### src/srb_pkg.sv
/*
  Package for the special register bus controller: widths, timing counts,
  request and peripheral-side structs.
  Assumes a single 25 MHz clock domain.
*/
package srb_pkg;
  localparam int unsigned DATA_W       = 8;
  localparam int unsigned ADDR_W       = 10;
  localparam int unsigned FLAG_W       = 8;
  // a transfer occupies this many clocks once started
  localparam int unsigned XFER_CYCLES  = 2;
  localparam logic [1:0]  XFER_LAST    = 2'h1;
  localparam logic [7:0]  DATA_RESET   = 8'h00;
  localparam logic [9:0]  ADDR_RESET   = 10'h000;

  typedef struct packed {
    logic              write;
    logic              word;
    logic [ADDR_W-1:0] addr;
    logic [DATA_W-1:0] wdata;
  } srb_req_s;

  typedef struct packed {
    logic              rd;
    logic              wr;
    logic [ADDR_W-1:0] addr;
    logic [DATA_W-1:0] wdata;
  } srb_bus_s;

  typedef enum logic [2:0] {
    SRB_IDLE  = 3'b001,
    SRB_WAIT  = 3'b010,
    SRB_XFER  = 3'b100
  } srb_state_e;
endpackage

### src/srb_flag_lock.sv
/*
  Read-modify-write lockout for one peripheral's status flag register.
  Assumes the CPU holds rmw_active across the whole instruction and that the
  write-back strobe arrives while it is still high.
*/
`timescale 1ns/100ps
`default_nettype none
module srb_flag_lock
  import srb_pkg::*;
(
  input  wire logic              mclk,
  input  wire logic              reset,
  input  wire logic              rmw_active,
  input  wire logic              cpu_wr,
  input  wire logic [FLAG_W-1:0] cpu_wdata,
  input  wire logic [FLAG_W-1:0] hw_set,
  output logic      [FLAG_W-1:0] flags
);
  logic [FLAG_W-1:0] flags_q;
  logic [FLAG_W-1:0] flags_d;
  logic [FLAG_W-1:0] touched_q;
  logic [FLAG_W-1:0] touched_d;
  logic              rmw_prev_q;
  wire               rmw_start = rmw_active & ~rmw_prev_q;
  wire  [FLAG_W-1:0] lock      = rmw_active ? touched_q : {FLAG_W{1'b0}};

  genvar i;
  generate
    for (i = 0; i < FLAG_W; i++) begin : g_bit
      // a hardware set in the write-back cycle wins over the cpu value
      assign flags_d[i] = hw_set[i] ? 1'b1 :
                          (cpu_wr & ~lock[i]) ? cpu_wdata[i] : flags_q[i];
      // record restarts at the start of each operation; idle it is unused
      assign touched_d[i] = rmw_start ? hw_set[i] :
                            rmw_active ? (touched_q[i] | hw_set[i]) : 1'b0;
    end
  endgenerate

  always_ff @(posedge mclk or posedge reset) begin
    if (reset) begin
      flags_q    <= DATA_RESET;
      touched_q  <= DATA_RESET;
      rmw_prev_q <= 1'b0;
    end else begin
      flags_q    <= flags_d;
      touched_q  <= touched_d;
      rmw_prev_q <= rmw_active;
    end
  end

  assign flags = flags_q;
endmodule
`default_nettype wire

### src/srb_ctrl.sv
/*
  Special register bus controller: takes byte requests from the CPU core,
  runs each as a two-clock transfer on the 8-bit register bus, lets the CPU
  continue after a posted write, and holds one peripheral flag register with
  read-modify-write lockout.
  Timing, counted in rising edges from the edge t0 at which a request is
  taken (req high, busy low, word clear):
    slot_free high at t0: strobes, address and busy stand from t0 on;
      the edge t0+2 ends the last transfer clock, drops strobes and busy,
      pulses done for one clock and captures read data
    slot_free low at t0: one wait clock first, every later step moves one
      edge on, so the transfer ends at t0+3
    next request: may be taken at the first edge that sees busy low
    word request: no transfer, word_err pulses for the clock after t0
  Request to completion is therefore two or three clocks, of which exactly
  two carry strobes.
  Writes to flag_addr land in the internal flag register at the last
  transfer clock and are also seen on the bus; reads from flag_addr return
  the internal register, not the bus data.
  The busy output is the CPU's stall signal: a request raised while it is
  high is not taken and must be held or repeated after it falls.
  Address and write data stay on the bus between transfers; only the
  strobes say whether they mean anything.
  Assumes the CPU raises req only when busy is low and holds rmw_active for
  the whole read-modify-write instruction.
*/
// Overview of operation
// - every register access, status word included, uses bus
// - accepted writes complete while CPU moves on
// - CPU stalls new request while controller busy
// - each transfer lasts exactly two clocks
// - request to completion takes two or three clocks
// - bus is byte wide; word requests refused
// - peripheral blocks write-back only of flags it set
// - lockout ends when the operation completes
`timescale 1ns/100ps
`default_nettype none
module srb_ctrl
  import srb_pkg::*;
(
  input  wire logic                 mclk,
  input  wire logic                 reset,
  input  wire logic                 req,
  input  wire srb_pkg::srb_req_s    req_info,
  input  wire logic                 rmw_active,
  input  wire logic                 slot_free,
  input  wire logic [DATA_W-1:0]    bus_rdata,
  input  wire logic [FLAG_W-1:0]    hw_flag_set,
  input  wire logic [ADDR_W-1:0]    flag_addr,
  output logic                      busy,
  output logic                      done,
  output logic                      word_err,
  output logic [DATA_W-1:0]         rdata,
  output srb_pkg::srb_bus_s         bus,
  output logic [FLAG_W-1:0]         flag_reg
);
  import srb_pkg::*;

  srb_state_e        state_q;
  srb_state_e        state_d;
  srb_req_s          held_q;
  logic [1:0]        cnt_q;
  logic [1:0]        cnt_d;
  logic              busy_q;
  logic              busy_d;
  logic              done_q;
  logic              werr_q;
  logic [DATA_W-1:0] rdata_q;
  logic              rd_q;
  logic              wr_q;
  logic [ADDR_W-1:0] addr_q;
  logic [DATA_W-1:0] wdata_q;
  logic [FLAG_W-1:0] flag_rd;

  wire accept     = req & ~busy_q & ~req_info.word;
  wire refuse     = req & ~busy_q & req_info.word;
  wire go_now     = accept & slot_free;
  wire wait_go    = (state_q == SRB_WAIT);
  wire start      = go_now | wait_go;
  wire in_xfer    = (state_q == SRB_XFER);
  wire last_clk   = in_xfer & (cnt_q == XFER_LAST);
  wire [ADDR_W-1:0] cur_addr  = go_now ? req_info.addr : held_q.addr;
  wire              cur_write = go_now ? req_info.write : held_q.write;
  wire [DATA_W-1:0] cur_wdata = go_now ? req_info.wdata : held_q.wdata;
  wire hit_flag   = (held_q.addr == flag_addr);
  wire flag_wr    = last_clk & held_q.write & hit_flag;
  wire [DATA_W-1:0] rd_src = hit_flag ? flag_rd : bus_rdata;

  // start loads the counter with zero and it only runs inside a transfer, so it reads zero on each first clock
  assign cnt_d  = start   ? 2'h0 :
                  in_xfer ? (cnt_q + 2'h1) : cnt_q;
  // accept and last_clk never meet: accept needs busy low, last_clk busy high
  assign busy_d = accept   ? 1'b1 :
                  last_clk ? 1'b0 : busy_q;

  always_comb begin
    state_d = state_q;
    unique case (state_q)
      SRB_IDLE: begin
        if (go_now) begin
          state_d = SRB_XFER;
        end else if (accept) begin
          state_d = SRB_WAIT;
        end
      end
      // the one clock of start uncertainty while the slot is taken
      SRB_WAIT: begin
        state_d = SRB_XFER;
      end
      SRB_XFER: begin
        if (last_clk) begin
          state_d = SRB_IDLE;
        end
      end
    endcase
  end

  always_ff @(posedge mclk or posedge reset) begin
    if (reset) begin
      state_q <= SRB_IDLE;
    end else begin
      state_q <= state_d;
    end
  end

  always_ff @(posedge mclk or posedge reset) begin
    if (reset) begin
      cnt_q <= 2'h0;
    end else begin
      cnt_q <= cnt_d;
    end
  end

  // request is latched so the CPU may drop it and go on after a write
  always_ff @(posedge mclk or posedge reset) begin
    if (reset) begin
      held_q <= '0;
    end else if (accept) begin
      held_q <= req_info;
    end
  end

  always_ff @(posedge mclk or posedge reset) begin
    if (reset) begin
      busy_q <= 1'b0;
    end else begin
      busy_q <= busy_d;
    end
  end

  // bus strobes stand for both transfer clocks and fall with the last one
  always_ff @(posedge mclk or posedge reset) begin
    if (reset) begin
      rd_q <= 1'b0;
      wr_q <= 1'b0;
    end else if (start) begin
      rd_q <= ~cur_write;
      wr_q <= cur_write;
    end else if (last_clk) begin
      rd_q <= 1'b0;
      wr_q <= 1'b0;
    end
  end

  // no clear between transfers: saves toggling the wide fields every idle clock
  always_ff @(posedge mclk or posedge reset) begin
    if (reset) begin
      addr_q  <= ADDR_RESET;
      wdata_q <= DATA_RESET;
    end else if (start) begin
      addr_q  <= cur_addr;
      wdata_q <= cur_wdata;
    end
  end

  always_ff @(posedge mclk or posedge reset) begin
    if (reset) begin
      done_q <= 1'b0;
    end else begin
      done_q <= last_clk;
    end
  end

  always_ff @(posedge mclk or posedge reset) begin
    if (reset) begin
      werr_q <= 1'b0;
    end else begin
      werr_q <= refuse;
    end
  end

  // read data holds until the next read so a slow CPU may still fetch it
  always_ff @(posedge mclk or posedge reset) begin
    if (reset) begin
      rdata_q <= DATA_RESET;
    end else if (last_clk & ~held_q.write) begin
      rdata_q <= rd_src;
    end
  end

  // lockout sits in its own module so every flag register can reuse it
  srb_flag_lock u_flag_lock (
    .mclk       (mclk),
    .reset      (reset),
    .rmw_active (rmw_active),
    .cpu_wr     (flag_wr),
    .cpu_wdata  (held_q.wdata),
    .hw_set     (hw_flag_set),
    .flags      (flag_rd)
  );

  assign busy     = busy_q;
  assign done     = done_q;
  assign word_err = werr_q;
  assign rdata    = rdata_q;
  assign bus      = '{rd: rd_q, wr: wr_q, addr: addr_q, wdata: wdata_q};
  assign flag_reg = flag_rd;
endmodule
`default_nettype wire

### config.mk
export PLATFORM = sky130hd
export DESIGN_NAME = srb_ctrl
export DESIGN_NICKNAME = d
export VERILOG_FILES = /design/src/srb_pkg.sv /design/src/srb_flag_lock.sv /design/src/srb_ctrl.sv
export SDC_FILE = /design/constraint.sdc
export NUM_CORES = 1
export LEC_CHECK = 0
export BUFFER_PORTS_ARGS = -buffer_cell sky130_fd_sc_hd__buf_2
export CORE_UTILIZATION = 45
export DETAILED_ROUTE_END_ITERATION = 7
export PLACE_DENSITY = 0.83
export SYNTH_ARGS = -nofsm -noshare
export SYNTH_HDL_FRONTEND = slang
export SYNTH_SLANG_ARGS = --single-unit
export TNS_END_PERCENT = 20
### constraint.sdc
create_clock -name mclk -period 2.1 [get_ports mclk]
set_input_delay 0.42 -clock mclk [delete_from_list [all_inputs] [get_ports mclk]]
set_output_delay 0.42 -clock mclk [all_outputs]
set_load 0.02 [all_outputs]
# Word-level counts from Yosys, hierarchy flattened
# Cells that the tools add are included.
[classes] eq_ne=7 reduce_logical=12 n_bitwise=39 muxes=47 n_addsub=1
[ops] cell="1-bit 2-to-1 mux" count=37
[ops] cell="8-bit 2-to-1 mux" count=3
[ops] cell="2-bit nonzero test" count=11
[ops] cell="1-bit bitwise AND" count=17
[ops] cell="1-bit inverter" count=13
[ops] cell="10-bit equality test" count=1
[ops] cell="10-bit 2-to-1 mux" count=1
[ops] cell="3-bit 2-to-1 mux" count=3
[ops] cell="1-bit OR" count=9
[ops] cell="3-bit case mux with 3 select lines" count=1
[ops] cell="2-bit 2-to-1 mux" count=2
[ops] cell="3-bit by 1-bit equality test with 1-bit output, second input constant" count=1
[ops] cell="3-bit by 2-bit equality test with 1-bit output, second input constant" count=1
[ops] cell="3-bit equality test, second input constant" count=1
[ops] cell="3-bit inequality test, second input constant" count=1
[ops] cell="2-bit by 1-bit adder with 2-bit output, second input constant" count=1
[ops] cell="2-bit by 1-bit equality test with 1-bit output, second input constant" count=1
[ops] cell="2-bit by 1-bit inequality test with 1-bit output, second input constant" count=1
[ops] cell="2-bit AND reduction" count=1
[word_totals] output_inout_bits=39 inputBits=51 regBits=72 wordCells=129

# Depth between registers and ports, before layout
[logic_depth] depth_word=7 mapped_depth=8 ltp_nobuf=6

# Hierarchy
# From an unflattened synthesis, not the netlist that was laid out.
[hier_totals] cells_unflattened=305 hier_area_um2=3379.5
[modules_own_cells] module="srb_ctrl" seq_area_each_um2=1377.6 cells_each=237 area_per_inst_um2=2637.5 n_inst=1
[modules_own_cells] module="srb_flag_lock" seq_area_each_um2=425.4 cells_each=68 area_per_inst_um2=742.0 n_inst=1

# Least setup slack after synthesis
# Ideal clock, no wire load.
[synth_timing] path_type="input to register" start="input flag_addr[7]" end="register u_flag_lock.flags_q[6], in the netlist u_flag_lock.flags[6]" slack_ns=0.504 path_buffers=2 setup_ns=0.138 stages=6 t_arrival_ns=1.458 t_required_ns=1.962 cell_sequence="xor2_1 or2_1 buf_6 buf_6 o41ai_2 o211ai_1"
[synth_via] elab_chain_cells=4
[synth_lines] element="from (decl)" line="srb_ctrl.sv:49" text="input wire logic [ADDR_W-1:0] flag_addr,"
[synth_lines] element="10-bit equality test" line="srb_ctrl.sv:85" text="wire hit_flag = (held_q.addr == flag_addr);"
[synth_lines] element="1-bit bitwise AND" line="srb_ctrl.sv:86" text="wire flag_wr = last_clk & held_q.write & hit_flag;"
[synth_lines] element="1-bit bitwise AND" line="srb_flag_lock.sv:32" text="(cpu_wr & ~lock[i]) ? cpu_wdata[i] : flags_q[i];"
[synth_lines] element="2-bit nonzero test (no source line)"
[synth_lines] element="to (signal assigned)" line="srb_flag_lock.sv:45" text="flags_q <= flags_d;"
[synth_lines] element="to (decl)" line="srb_flag_lock.sv:19" text="logic [FLAG_W-1:0] flags_q;"
# No other way between the ends.
# A chain may end at the register's enable or synchronous reset.

# Worst setup path after layout
[layout_timing] start="register held_q[15] (netlist name)" end="register u_flag_lock.flags_q[3], in the netlist u_flag_lock.flags[3]"
[layout_via] elab_chain_cells=4
[layout_lines] element="from (decl)" line="srb_ctrl.sv:61" text="srb_req_s held_q;"
[layout_lines] element="from (signal assigned)" line="srb_ctrl.sv:139" text="held_q <= req_info;"
[layout_lines] element="10-bit equality test" line="srb_ctrl.sv:85"
[layout_lines] element="1-bit bitwise AND" line="srb_ctrl.sv:86"
[layout_lines] element="1-bit bitwise AND" line="srb_flag_lock.sv:32"
[layout_lines] element="2-bit nonzero test (no source line)"
# No other way between the ends.

==> summary.txt <==
Run status
  • Status: finished, final reports clean

Die
  • Die Span Y: ~89 um
  • I/O pin cnt: 90
  • FP Rows: 31
  • Die W: 89.22 um
  • Die ar.: roughly 8000 um^2
  • Initial Utilization: about 47%
  • Core area: 7292 um^2

CTS
  • Cts hold-fix bufs: 0
  • Setup bufs post-CTS: 0
  • Clock sink count: 72
  • Clock root cell: clkbuf_8
  • Clock Path Buffers: 2
  • H-tree depth: 3
  • Skew-Pair Late Insertion Delay: 340 ps
  • CTS buffer count: 9
  • Clock transition at path regs: approximately 80 ps
  • Post-CTS sizing: 0
  • CTS tree: built

Synth
  • Flops & latches, synth: 72
  • Most common cell in the netlist: dfrtp_1
  • Synth area leader: dfrtp_1
  • Synth Area per Inst: between 10 and 15 um^2
  • Synth Instances: ~320
  • Post-synth top cells: 71 x dfrtp_1, 28 x nand2_1, 19 x mux2i_1, 18 x mux2_2, 18 x nand4_1
  • Synth warnings: 0
  • Post-synthesis net count: around 370
  • Cell variety after synth: between 40 and 50
  • Area contributors post-synth: dfrtp_1 52%, mux2_2 5.9%, mux2i_1 5.6%
  • Asr flop ratio synth: 100.0%
  • Mapped cell area: ~3400 um^2
  • Share of the synthesized area in the top cell type: between 50% and 60%
  • Post-synth top flop: dfrtp_1
  • Register area share after synthesis: between 50% and 60%
  • Number of enable flip-flop cells after synthesis: 0

Global route
  • Vias in the first global route: 2587
  • Pin count of the biggest net entering global routing: 73
  • GRT overflow: 0
  • First-pass GRT wire length: between 10 and 15 mm
  • Initial antenna violation count: 1
  • GRT Total Usage: around a fifth

Timing
  • Worst Skew: 13.08 ps
  • Fin crit period: around 1900 ps
  • Setup TNS: 0 ps
  • Final setup fails: 0
  • Fin. Hold Viols: 0
  • Max Fclk: 538.6 MHz
  • Slew @ Worst Pin: between 600 and 700 ps
  • Final slew viol count: 0
  • Slew margin rel.: 58.92%
  • Period utilization: 88.41%
  • RSZ-0062 raised after global routing: false

Detailed routing
  • Initial DRC count: ~190
  • Routed WL per cell: 15.39 um
  • Total iterations of the first detailed-routing run: 4
  • Drt total wl: 7.773 mm
  • Routed Antenna Nets: 0
  • DR vias: between 2000 and 3000
  • DRC viols: 0
  • Vias per std cell: about 5.4

Worst setup path
  • Crit path cell chain: xor2_1 -> or2_1 -> o41ai_1 -> o211ai_1
  • CP Max Fanout: 16
  • CP endpoint kind: flop
  • Slowest stage delay, CP: between 400 and 500 ps
  • CP max-delay cell: or2_1
  • CP arrival: ~2100 ps
  • Setup CP Type: reg -> reg
  • Critical Path Start Type: flop
  • Worst Path Required: 2300 ps

Placed design
  • PortBufs: 89
  • Hpwl dp: roughly 5.6 mm
  • Routability cong.: approximately 0.78

Cells and area
  • Layout cell share with drive strength beyond 1: roughly a third
  • Final net count: 453
  • Layout Utilization: approximately 57%
  • Synth-to-layout area growth: 21.05%
  • Inserted Diodes: 0

Pwr
  • Seq pwr share: between 40% and 50%
  • Cell Pwr Density: 1364 nW/um^2
  • Clk pwr share: a little under a fifth
  • Int Pwr: between 3 and 4 mW
  • Switching share of total power: about 39%
  • Max VDD drop: between 0.0008 and 0.0009 V
  • Static Leak: between 1.5 and 2 nW
  • Logic pwr share: about 40%
  • Sw power: 2.221 mW

Flow run
  • Number of max-cap violations: 0

Hold path
  • Hold Crit Class: in -> async
-- critical path, delay by kind of cell, from the launching register on --
| kind | cells | cell delay [ps] |
|---|---|---|
| xor+xnor | 1 | 200 |
| flops | 1 | 430 |
| simple gates | 1 | 470 |
| compound gates | 2 | 610 |
-- final timing paths --
| check | from | endpoint | slack, ps | depth (start not counted) |
|---|---|---|---|---|
| hold / removal | reset | wdata_q[5]$_DFFE_PP0P_ | 180 | 3 |
| hold reg to reg | u_flag_lock.touched_q[2]$_DFF_PP0_ | u_flag_lock.touched_q[2]$_DFF_PP0_ | 540 | 2 |
| setup / recovery | held_q[15]$_DFFE_PP0N_ | u_flag_lock.flags[3]$_DFFE_PP0P_ | 240 | 4 |
| max in group asynchronous | reset | state_q[0]$_DFFE_PP1P_ | 1610 | 3 |
| min in group mclk | req_info[19] | rd_q$_DFFE_PP0P_ | 280 | 2 |
| setup reg to reg | held_q[15]$_DFFE_PP0N_ | u_flag_lock.flags[3]$_DFFE_PP0P_ | 240 | 4 |
-- power groups by stage --
stage               Combinational [mW]  Sequential, mW  Clock (mW)
finish                            2.21            2.36        1.09
global route                      2.43            2.43        1.17
CTS                               2.22            2.36        1.11
detailed placement                2.23            2.38           0
global placement                  2.15            2.35           0
floorplan                         1.40            2.53           0
-- layer usage --
layer / vias up / part of all wire [%] / wire, um / global-route usage [%]
met4: 0 / 1.4 / 109 / 7.792
met1: 1303 / 42 / 3243 / 27.54
li1: 1307 / - / - / -
met3: 9 / 7.5 / 584 / 5.448
met5: - / 0 / 0 / 0
met2: 88 / 49 / 3837 / 34.35
-- layout make-up --
cell class / count / area [um^2]
Fill cell: 685 / 3148
Inverter: 13 / 52.55
Multi-Input combinational cell: 208 / 1449
Tap cell: 99 / 123.9
Clock inverter: 5 / 56.30
Clock buffer: 11 / 141.4
Timing Repair Buffer: 97 / 518.0
Sequential cell: 72 / 1803
-- metrics by stage --
step	total power [mW]	std cells	instance area, um^2	setup slack [ps]	hold slack, ps
6_report	5.650	505	4144	243.5	176.7
5_1_grt	6.034	505	4144	84.64	200.5
4_1_cts	5.690	505	4143	205.0	181.6
3_5_place_dp	4.609	489	3945	178.0	522.1
3_3_place_gp	4.498	489	3945	300.3	515.5
2_1_floorplan	3.933	319	3427	504.2	451.4
-- state kept, by name, indices dropped and copies added, names as in the netlist --
name and cells:
u_flag_lock.rmw_prev_q 1, u_flag_lock.touched_q 8, u_flag_lock.flags 8, word_err 1, done 1, cnt_q 2
wdata_q 8, busy 1, addr_q 10, wr_q 1, rdata 8, held_q 19
rd_q 1, state_q 3
-- logic make-up (layout without fill, tap and decap cells) --
logic type | after synthesis | after routing | synth area share [%]
simple gates | 91 | 91 | 14.04
flops | 72 | 72 | 52.67
compound gates | 68 | 68 | 13.23
buf+inv | 39 | 126 | 5.409
mux | 37 | 37 | 11.48
xor+xnor | 11 | 11 | 2.815
fa+ha+maj | 1 | 1 | 0.3654
-- cell usage in the layout (no fill, tap or decap), types with 9 or more instances in the layout --
cell type  instances
a21oi_1            9
buf_2             89
clkbuf_8          10
dfrtp_1           71
inv_1             12
mux2_2            18
mux2i_1           19
nand2_1           28
nand4_1           18
nor2_1            15
o21ai_0           17
xnor2_1            9
No activity file was read; power rests on OpenSTA's default activity.
